==> config.mk <==
export PLATFORM = sky130hd
export DESIGN_NAME = aux_step_config
export DESIGN_NICKNAME = d
export VERILOG_FILES = /design/src/aux_step_pkg.sv /design/src/aux_step_config.sv /design/src/aux_step_decode.sv
export SDC_FILE = /design/constraint.sdc
export NUM_CORES = 1
export LEC_CHECK = 0
export BUFFER_PORTS_ARGS = -buffer_cell sky130_fd_sc_hd__buf_2
export CAP_MARGIN = 20
export CELL_PAD_IN_SITES_DETAIL_PLACEMENT = 1
export CELL_PAD_IN_SITES_GLOBAL_PLACEMENT = 2
export CORE_ASPECT_RATIO = 0.7
export CORE_MARGIN = 3
export CORE_UTILIZATION = 29
export DETAILED_ROUTE_END_ITERATION = 10
export HOLD_SLACK_MARGIN = 0.03
export PLACE_DENSITY = 0.91
export SLEW_MARGIN = 20
export SYNTH_ARGS = -nofsm -noshare
export SYNTH_HDL_FRONTEND = slang
export SYNTH_SLANG_ARGS = --single-unit
==> constraint.sdc <==
create_clock -name aclk -period 4.2 [get_ports aclk]
set_input_delay 0.42 -clock aclk [delete_from_list [all_inputs] [get_ports aclk]]
set_output_delay 0.42 -clock aclk [all_outputs]
set_load 0.03 [all_outputs]
==> src/aux_step_pkg.sv <==
// constants and helpers for the auxiliary converter step configuration
package aux_step_pkg;

    // --------------------------------------------------------------
    // register map (indices; byte address is four times the index)
    // --------------------------------------------------------------
    localparam int unsigned ADDR_W          = 12;
    localparam int unsigned DATA_W          = 32;
    localparam int unsigned CFG_W           = 16;
    localparam logic [7:0]  IDX_STEP12      = 8'h9C;
    localparam logic [7:0]  IDX_STEP13      = 8'h9D;
    localparam logic [7:0]  IDX_ROUTE_STAT  = 8'hC0;
    localparam logic [1:0]  BYTE_OFFS       = 2'h0;

    // reset values
    localparam logic [CFG_W-1:0] RST_STEP12 = 16'h000C;
    localparam logic [CFG_W-1:0] RST_STEP13 = 16'h000D;

    // --------------------------------------------------------------
    // field layout of a step word
    // --------------------------------------------------------------
    localparam int unsigned EN_BIT          = 15;
    localparam int unsigned GAIN_HI         = 14;
    localparam int unsigned GAIN_LO         = 13;
    localparam int unsigned NEG_BIT         = 4;
    localparam int unsigned POS_HI          = 3;
    localparam int unsigned POS_LO          = 0;
    localparam int unsigned AUTO_BIT        = 3;
    localparam logic [CFG_W-1:0] CFG_WR_MASK = 16'hE01F;

    // gain codes and factors
    localparam logic [1:0] GAIN_CODE_X1     = 2'h0;
    localparam logic [1:0] GAIN_CODE_X2     = 2'h1;
    localparam logic [2:0] GAIN_FACTOR_1    = 3'h1;
    localparam logic [2:0] GAIN_FACTOR_2    = 3'h2;
    localparam logic [2:0] GAIN_FACTOR_4    = 3'h4;

    // effective negative input routing
    typedef enum logic [1:0] {
        NEG_GROUND_REF = 2'b00,
        NEG_EXT_SEVEN  = 2'b01,
        NEG_AUTOMATIC  = 2'b10
    } neg_route_t;

    // status layout: one byte per step
    localparam int unsigned STAT_STEP13_LSB = 8;

    // axi responses
    localparam logic [1:0] RESP_OKAY        = 2'h0;
    localparam logic [1:0] RESP_SLVERR      = 2'h2;

    // byte address of a register index
    function automatic logic [ADDR_W-1:0] reg_addr(input logic [7:0] idx);
        return {2'h0, idx, BYTE_OFFS};
    endfunction

    // positive codes 1000b and up pick the negative input themselves
    function automatic logic is_auto_neg(input logic [3:0] pos);
        return pos[AUTO_BIT];
    endfunction

    // merge a strobed write into a step word, reserved bits stay zero
    function automatic logic [CFG_W-1:0] merge_cfg(
        input logic [CFG_W-1:0] old_v,
        input logic [DATA_W-1:0] wd,
        input logic [3:0]        strb
    );
        logic [CFG_W-1:0] v;
        v = old_v;
        if (strb[0]) begin
            v[7:0] = wd[7:0];
        end
        if (strb[1]) begin
            v[15:8] = wd[15:8];
        end
        return v & CFG_WR_MASK;
    endfunction

endpackage

==> src/aux_step_config.sv <==
// axi4-lite register block for auxiliary converter sequencer steps 12/13
//
// Overview of operation
// - bit 15 enables the step, so the sequencer runs it only when set.
// - bits 14:13 pick gain 1 for 00b, 2 for 01b and 4 for 10b or 11b.
// - bits 12:5 are reserved and always read zero whatever is written.
// - bit 4 routes the ground reference when 0 and external input seven when 1.
// - positive codes 0000b to 0111b route external inputs zero to seven.
// - codes 1000b, 1001b, 1010b route sensor, short, test dac with auto negative.
// - codes 1100b, 1110b, 1111b route divided supplies with auto negative.
// - for any auto-negative positive code the negative select bit is ignored.
//
// Register access over AXI4-Lite was chosen for this implementation.
`timescale 1ns/1ps
`default_nettype none

module aux_step_config
    import aux_step_pkg::*;
(
    input  wire logic              aclk,
    input  wire logic              aresetn,
    // axi4-lite slave
    input  wire logic [ADDR_W-1:0] s_axi_awaddr,
    input  wire logic              s_axi_awvalid,
    output var  logic              s_axi_awready,
    input  wire logic [DATA_W-1:0] s_axi_wdata,
    input  wire logic [3:0]        s_axi_wstrb,
    input  wire logic              s_axi_wvalid,
    output var  logic              s_axi_wready,
    output var  logic [1:0]        s_axi_bresp,
    output var  logic              s_axi_bvalid,
    input  wire logic              s_axi_bready,
    input  wire logic [ADDR_W-1:0] s_axi_araddr,
    input  wire logic              s_axi_arvalid,
    output var  logic              s_axi_arready,
    output var  logic [DATA_W-1:0] s_axi_rdata,
    output var  logic [1:0]        s_axi_rresp,
    output var  logic              s_axi_rvalid,
    input  wire logic              s_axi_rready,
    // decoded step 12 controls to the sequencer
    output var  logic              step12_enable,
    output var  logic [2:0]        step12_gain,
    output var  logic [3:0]        step12_positive_select,
    output var  neg_route_t        step12_negative_route,
    // decoded step 13 controls to the sequencer
    output var  logic              step13_enable,
    output var  logic [2:0]        step13_gain,
    output var  logic [3:0]        step13_positive_select,
    output var  neg_route_t        step13_negative_route
);

    // ----------------------------------------------------------
    // declarations
    // ----------------------------------------------------------
    localparam logic [ADDR_W-1:0] A_STEP12 = reg_addr(IDX_STEP12);
    localparam logic [ADDR_W-1:0] A_STEP13 = reg_addr(IDX_STEP13);
    localparam logic [ADDR_W-1:0] A_STAT   = reg_addr(IDX_ROUTE_STAT);

    logic              awready_r;
    logic              wready_r;
    logic              bvalid_r;
    logic [1:0]        bresp_r;
    logic              arready_r;
    logic              rvalid_r;
    logic [1:0]        rresp_r;
    logic [DATA_W-1:0] rdata_r;
    logic [ADDR_W-1:0] waddr_r;
    logic [DATA_W-1:0] wdata_r;
    logic [3:0]        wstrb_r;
    logic [CFG_W-1:0]  step12_cfg_r;
    logic [CFG_W-1:0]  step13_cfg_r;
    logic              wr_fire;
    logic [DATA_W-1:0] rd_nxt;
    logic [1:0]        rresp_nxt;

    // both write halves held and no response pending
    assign wr_fire = !awready_r && !wready_r && !bvalid_r;

    // ----------------------------------------------------------
    // write channel handshakes
    // ----------------------------------------------------------
    // address and data taken in either order; ready drops until bresp
    always_ff @(posedge aclk) begin
        if (!aresetn) begin
            awready_r <= 1'b1;
            wready_r  <= 1'b1;
            bvalid_r  <= 1'b0;
            bresp_r   <= RESP_OKAY;
            waddr_r   <= '0;
            wdata_r   <= '0;
            wstrb_r   <= '0;
        end else begin
            if (s_axi_awvalid && awready_r) begin
                waddr_r   <= s_axi_awaddr;
                awready_r <= 1'b0;
            end
            if (s_axi_wvalid && wready_r) begin
                wdata_r  <= s_axi_wdata;
                wstrb_r  <= s_axi_wstrb;
                wready_r <= 1'b0;
            end
            if (wr_fire) begin
                bvalid_r <= 1'b1;
                if (waddr_r == A_STEP12 || waddr_r == A_STEP13
                    || waddr_r == A_STAT) begin
                    bresp_r <= RESP_OKAY;   // status writes are dropped
                end else begin
                    bresp_r <= RESP_SLVERR;
                end
            end
            if (bvalid_r && s_axi_bready) begin
                bvalid_r  <= 1'b0;
                awready_r <= 1'b1;
                wready_r  <= 1'b1;
            end
        end
    end

    // ----------------------------------------------------------
    // step configuration words
    // ----------------------------------------------------------
    // reserved bits are masked on the way in so they never hold ones
    always_ff @(posedge aclk) begin
        if (!aresetn) begin
            step12_cfg_r <= RST_STEP12;
            step13_cfg_r <= RST_STEP13;
        end else if (wr_fire) begin
            if (waddr_r == A_STEP12) begin
                step12_cfg_r <= merge_cfg(step12_cfg_r, wdata_r,
                                          wstrb_r);
            end
            if (waddr_r == A_STEP13) begin
                step13_cfg_r <= merge_cfg(step13_cfg_r, wdata_r,
                                          wstrb_r);
            end
        end
    end

    // ----------------------------------------------------------
    // read data mux
    // ----------------------------------------------------------
    // status shows the decoded enable, gain and negative route the sequencer sees, but not the positive select
    always_comb begin
        rd_nxt    = '0;
        rresp_nxt = RESP_OKAY;
        case (s_axi_araddr)
            A_STEP12: rd_nxt[CFG_W-1:0] = step12_cfg_r;
            A_STEP13: rd_nxt[CFG_W-1:0] = step13_cfg_r;
            A_STAT: begin
                rd_nxt[0]   = step12_enable;
                rd_nxt[3:1] = step12_gain;
                rd_nxt[5:4] = step12_negative_route;
                rd_nxt[STAT_STEP13_LSB]     = step13_enable;
                rd_nxt[STAT_STEP13_LSB+1 +: 3] = step13_gain;
                rd_nxt[STAT_STEP13_LSB+4 +: 2] = step13_negative_route;
            end
            default: rresp_nxt = RESP_SLVERR;
        endcase
    end

    // ----------------------------------------------------------
    // read channel
    // ----------------------------------------------------------
    // one read outstanding; data registered one cycle after the address
    always_ff @(posedge aclk) begin
        if (!aresetn) begin
            arready_r <= 1'b1;
            rvalid_r  <= 1'b0;
            rresp_r   <= RESP_OKAY;
            rdata_r   <= '0;
        end else begin
            if (s_axi_arvalid && arready_r) begin
                arready_r <= 1'b0;
                rvalid_r  <= 1'b1;
                rdata_r   <= rd_nxt;
                rresp_r   <= rresp_nxt;
            end
            if (rvalid_r && s_axi_rready) begin
                rvalid_r  <= 1'b0;
                arready_r <= 1'b1;
            end
        end
    end

    // ----------------------------------------------------------
    // bus outputs
    // ----------------------------------------------------------
    // no logic between flop and pin, so bus timing stays clean
    assign s_axi_awready = awready_r;
    assign s_axi_wready  = wready_r;
    assign s_axi_bvalid  = bvalid_r;
    assign s_axi_bresp   = bresp_r;
    assign s_axi_arready = arready_r;
    assign s_axi_rvalid  = rvalid_r;
    assign s_axi_rresp   = rresp_r;
    assign s_axi_rdata   = rdata_r;

    // ----------------------------------------------------------
    // step decoders
    // ----------------------------------------------------------
    // decoded outputs lag a register write by one cycle
    aux_step_decode u_step12 (
        .aclk          (aclk),
        .aresetn       (aresetn),
        .cfg           (step12_cfg_r),
        .step_enable_r (step12_enable),
        .gain_factor_r (step12_gain),
        .pos_select_r  (step12_positive_select),
        .neg_route_r   (step12_negative_route)
    );

    aux_step_decode u_step13 (
        .aclk          (aclk),
        .aresetn       (aresetn),
        .cfg           (step13_cfg_r),
        .step_enable_r (step13_enable),
        .gain_factor_r (step13_gain),
        .pos_select_r  (step13_positive_select),
        .neg_route_r   (step13_negative_route)
    );

endmodule

`default_nettype wire

==> src/aux_step_decode.sv <==
// registered decode of one sequencer step word into routing controls
`timescale 1ns/1ps
`default_nettype none

module aux_step_decode
    import aux_step_pkg::*;
(
    input  wire logic             aclk,
    input  wire logic             aresetn,
    input  wire logic [CFG_W-1:0] cfg,
    output var  logic             step_enable_r,
    output var  logic [2:0]       gain_factor_r,
    output var  logic [3:0]       pos_select_r,
    output var  neg_route_t       neg_route_r
);

    // ----------------------------------------------------------
    // decode
    // ----------------------------------------------------------
    // registered so the top drives its outputs straight from flops
    always_ff @(posedge aclk) begin
        if (!aresetn) begin
            step_enable_r <= 1'b0;
            gain_factor_r <= GAIN_FACTOR_1;
            pos_select_r  <= RST_STEP12[POS_HI:POS_LO];
            neg_route_r   <= NEG_AUTOMATIC;
        end else begin
            step_enable_r <= cfg[EN_BIT];
            case (cfg[GAIN_HI:GAIN_LO])
                GAIN_CODE_X1: gain_factor_r <= GAIN_FACTOR_1;
                GAIN_CODE_X2: gain_factor_r <= GAIN_FACTOR_2;
                default:      gain_factor_r <= GAIN_FACTOR_4;
            endcase
            pos_select_r <= cfg[POS_HI:POS_LO];
            if (is_auto_neg(cfg[POS_HI:POS_LO])) begin
                neg_route_r <= NEG_AUTOMATIC;
            end else if (cfg[NEG_BIT]) begin
                neg_route_r <= NEG_EXT_SEVEN;
            end else begin
                neg_route_r <= NEG_GROUND_REF;
            end
        end
    end

endmodule

`default_nettype wire

## Word level (Yosys, flattened, before mapping)

Cells that the tools add are included.

- Register bits after elaboration: 89

- Eq/ne operators: 8
- Muxes and demuxes: 9
- Bitwise operators: 1
- Reductions and logical operators: 23

Operators with widths:

| kind | count |
|---|---|
| $eq 12x10->1 const B | 6 |
| $pmux 6 s3 | 2 |
| $pmux 3 s2 | 2 |
| $reduce_and 3->1 | 4 |
| $reduce_or 2->1 | 4 |
| $logic_and 1x1->1 | 7 |
| $eq 2x1->1 const B | 2 |
| $logic_not 2->1 | 2 |
| $mux 2 | 2 |
| $pmux 2 s2 | 1 |
| $logic_not 1->1 | 3 |
| $reduce_or 3->1 | 1 |
| $logic_or 1x1->1 | 2 |
| $mux 1 | 2 |
| $not 1->1 | 1 |

## Longest topological paths before layout

- Depth after elaboration: 4
- Mapped depth: 6
- Depth with buffers taken out: 4

## Cells and area by module

From an unflattened synthesis, not the netlist that was laid out.

- Cells, all modules: 337
- Area total of the unflattened synthesis: 3120.5 um2

Modules (own cells, without submodules):

| module | times used | cells each | area an instance (um2) |
|---|---|---|---|
| aux_step_config | 1 | 297 | 2577.5 |
| aux_step_decode | 2 | 20 | 271.5 |

## Least setup slack after synthesis

OpenSTA, ideal clock, no wires.

- Path type: input-to-reg
- Start: in s_axi_araddr[3]
- End: reg rdata_r[10], in the netlist s_axi_rdata[10]
- Setup time: 0.070 ns
- Arrival time: 1.691 ns
- Slack: 2.440 ns
- Stages on the path: 5
- Cells stage by stage: or4_4 nor4_4 buf_6 nand3_1 a21oi_1

- Longest elaborated chain between the ends: 2

Ends and longest elaborated chain:

| element | line | text |
|---|---|---|
| start, declared | aux_step_config.sv:33 | `input wire logic [ADDR_W-1:0] s_axi_araddr,` |
| $eq 12x10->1 | aux_step_config.sv:146 | `case (s_axi_araddr)` |
| $pmux 6 s3 * | aux_step_config.sv:146 |  |
| end signal, assigned | aux_step_config.sv:175 | `rdata_r <= rd_nxt;` |
| end, declared | aux_step_config.sv:66 | `logic [DATA_W-1:0] rdata_r;` |

Mark *: on every way between the ends. The rest lies on a longest branch, timed or not.
A chain may end at the register's enable or synchronous reset.

## Worst setup path after layout

- Start: in s_axi_araddr[3]
- End: reg rdata_r[13], in the netlist s_axi_rdata[13]

Same word-level chain as after synthesis.

==> impl_results.md <==
* Post-synth EDFFs at 0
* CP top delay family: simple AND/OR/NAND/NOR gates
* Clock skew at 0.00325 ns
* Least-Margin Pin Slew at 0.793 ns
* First-pass iteration count of the detailed router at 4
* CTS sink cnt at 79
* Internal power at 1.40 mW
* Drt total wl at 7990 um
* Grt total ovfl at 0
* DRT antenna net count at 0
* Hold Buf Count CTS at 0
* DRT iter0 DRCs at 50
* Setup TNS at 0 ns
* Critical path class: in -> reg
* Worst slew margin at 0.467
* R2r endpoint: step12_cfg_r[0]
* Netlist cell types at 42
* N_diodes at 0
* Worst-path clk slew at 0.06 ns
* Max Fclk at 502 MHz
* Synth top area share at 0.514
* Die height at 92.1 um
* Top FF cell, synth: dfxtp_1
* Routed vias at 2,482
* Max FO, Critical Path at 12
* Initial antenna violation count at 0
* RSZ-0062 raised after global routing: false
* Post-synth top area cell: dfxtp_1
* Capturing element type of the critical path: register
* Largest net degree at the start of global routing at 46
* Stages on the worst setup path at 5
* Vias in the first global route at 2,582
* R2r setup slk at 2.39 ns
* Ratio of cells with drive above 1 in the final layout at 0.279
* Tmin final at 1.99 ns
* Tcrit/Tclk final at 0.475
* Synth top area cells: dfxtp_1 (51%), nand2_1 (9.5%), a21oi_1 (5.4%)
* Worst setup endpoint: s_axi_rdata[13]
* Crit path largest cell delay at 0.75 ns
* Clk network pwr share at 0.499
* Port Buffers at 81
* Via/cell ratio at 4.53
* Sequential share of the synthesized area at 0.514
* CTS tree: done
* Required @ worst endpoint at 4.47 ns
* YS warnings at 0
* Max_cap viols at 0
* Root Driver: clkbuf_16
* WP data arrival at 2.26 ns
* Dpl hpwl at 5990 um
* Cells after synthesis at 338
* RD Place Congestion at 0.725
* FFs w/ async S/R, synth at 0
* P&R area growth vs syn at 24.4%
* H-tree depth at 3
* Skew-Pair Late Insertion Delay at 0.34 ns
* Worst Setup SP: s_axi_araddr[3]
* Slew Limit Fails at 0
* Register share of total power at 0.432
* Worst VDD drop at 0.185 mV
* Critical Path Start Type: primary input
* Setup ws final at 2.21 ns
* Synth Register Bits at 79
* Cell area power density at 472 nW/um2
* CTS Buffer Depth at 2
* Dpl ws at 1.91 ns
* Fin. Hold Viols at 0
* Initial Util at 0.307
* Post-CTS Setup Inserts at 0
* # DRC at 0
* Avg Cell Area, Syn at 9.10 um2
* Global-route wire length before repair at 12,900 um
* Logic pwr share at 0.069
* HP Class: in -> reg
* Fin nets at 482
* Switching Power at 0.406 mW
* R2R Path Start: s_axi_bvalid
* Die ar. at 11,900 um2
* Gr usage total at 0.139
* Num CTS Buffers at 9
* Row count at 30
* Worst-case reg-to-reg path depth at 4
* Setup Viol. Count Final at 0
* Top-level I/O count at 128
* Status: complete, no violations
* Die outline width at 129 um
* Total power at 1.81 mW
* Slowest CP cell: nor4_4
* Post-cts sizing count at 0
* Leak pwr at 1.65 nW
* Syn Std Cell Area at 3070 um2
* Fill count at 1,187
* WP buf/inv at 1
* Switching portion of total power at 0.225
* Crit path cell chain: buf_2 > or4_4 > nor4_4 > a22oi_1 > o21ai_1
* Core region area at 10,000 um2
* Wire per inst at 14.6 um
## synth_stat cells, types with 2 or more instances
cell type and instances:
nor3_1 2, o21ai_0 8, clkbuf_1 7, mux2i_1 13, nand2_1 78, dfxtp_1 79
nor4_1 2, mux2_2 9, a31oi_1 2, o21ai_1 5, and2_1 6, buf_6 3
nor2_1 12, buf_4 20, inv_1 17, a22oi_1 6, a21oi_1 33, buf_1 3
nor3b_1 2, nand3_1 9
## area by class of cell
type | instances | area, um2 | share of cell area
Clock buffer | 11 | 243 | 0.0635
Clock inverter | 5 | 105 | 0.0275
Inverter | 18 | 67.6 | 0.0177
Multi-Input combinational cell | 226 | 1260 | 0.330
Sequential cell | 79 | 1580 | 0.414
Tap cell | 128 | 160 | 0.0419
Timing Repair Buffer | 81 | 405 | 0.106
## worst reg2reg max path: stages, from the launching register on
cell	delay, ns
dfxtp_1	0.34
nor3_2	0.35
nand4_2	0.32
nor3b_4	0.49
mux2i_1	0.24
## stage by stage
| step | std cells | utilization | area, um2 | hold WS, ns |
|---|---|---|---|---|
| 6_report | 548 | 0.382 | 3820 | 0.287 |
| 5_1_grt | 548 | 0.382 | 3820 | 0.284 |
| 4_1_cts | 548 | 0.382 | 3820 | 0.276 |
| 3_5_place_dp | 532 | 0.347 | 3480 | 0.447 |
| 3_3_place_gp | 532 | 0.347 | 3480 | 0.435 |
| 2_1_floorplan | 357 | - | 3150 | 0.412 |
## state kept, by name, summed over array words and instances (netlist names)
register	flops
s_axi_arready	1
s_axi_awready	1
s_axi_bresp	1
s_axi_bvalid	1
s_axi_rdata	14
s_axi_rresp	1
s_axi_rvalid	1
s_axi_wready	1
step12_cfg_r	8
step13_cfg_r	8
u_step12.gain_factor_r	3
u_step12.neg_route_r	2
u_step12.pos_select_r	4
u_step12.step_enable_r	1
u_step13.gain_factor_r	3
u_step13.neg_route_r	2
u_step13.pos_select_r	4
u_step13.step_enable_r	1
waddr_r	12
wdata_r	8
wstrb_r	2
## kinds of logic (layout without fill, tap and decap cells)
kind of cell           Yosys count  after routing  share of synthesized area
AO/OA/AOI/OAI                   58             58                      0.105
buffers and inverters           52            115                     0.0985
flip-flops                      79             79                      0.514
multiplexers                    22             22                     0.0753
other                            1             20                    0.00122
AND/OR/NAND/NOR                126            126                      0.205
## placed cells by master (no fill, tap or decap), drive strengths merged, types with 3 or more instances in the layout
master and instances:
buf 81, dfxtp 79, nand2 78, a21oi 33
conb 20, inv 18, mux2i 13, o21ai 13
nor2 12, clkbuf 11, mux2 9, nand3 9
and2 6, a22oi 6, nor3b 4, nor3 4
bufinv 3, nor4 3
## power by group through the flow
stage                     Sequential (mW)  Clock (mW)  Combinational, mW
after floorplan                     0.804           0             0.0939
after global placement              0.795           0              0.123
after detailed placement            0.797           0              0.125
after CTS                           0.780       0.922              0.126
after global routing                0.782       0.956              0.139
final                               0.780       0.902              0.124
## worst min-delay path by stage
stage / start / endpoint / slack (ns) / cells after the start
after floorplan: step13_cfg_r[2] / u_step13.pos_select_r[2] / 0.41 / 2
after global placement: step13_cfg_r[2] / u_step13.pos_select_r[2] / 0.44 / 2
after global routing: s_axi_wvalid / s_axi_wready / 0.28 / 2
after CTS: s_axi_wvalid / s_axi_wready / 0.28 / 2
final: s_axi_awvalid / s_axi_awready / 0.29 / 2
after detailed placement: s_axi_rdata[13] / s_axi_rdata[13] / 0.45 / 2
## metal layers
| layer | GRT usage | vias up | part of all wire |
|---|---|---|---|
| met3 | 0.0605 | 18 | 0.070 |
| met4 | 0.0542 | 0 | 0.023 |
| met1 | 0.175 | 1152 | 0.47 |
| met5 | 0 | - | 0 |
| met2 | 0.210 | 70 | 0.43 |
| li1 | - | 1242 | - |
Note: power is estimated with default switching activity, not from simulation.
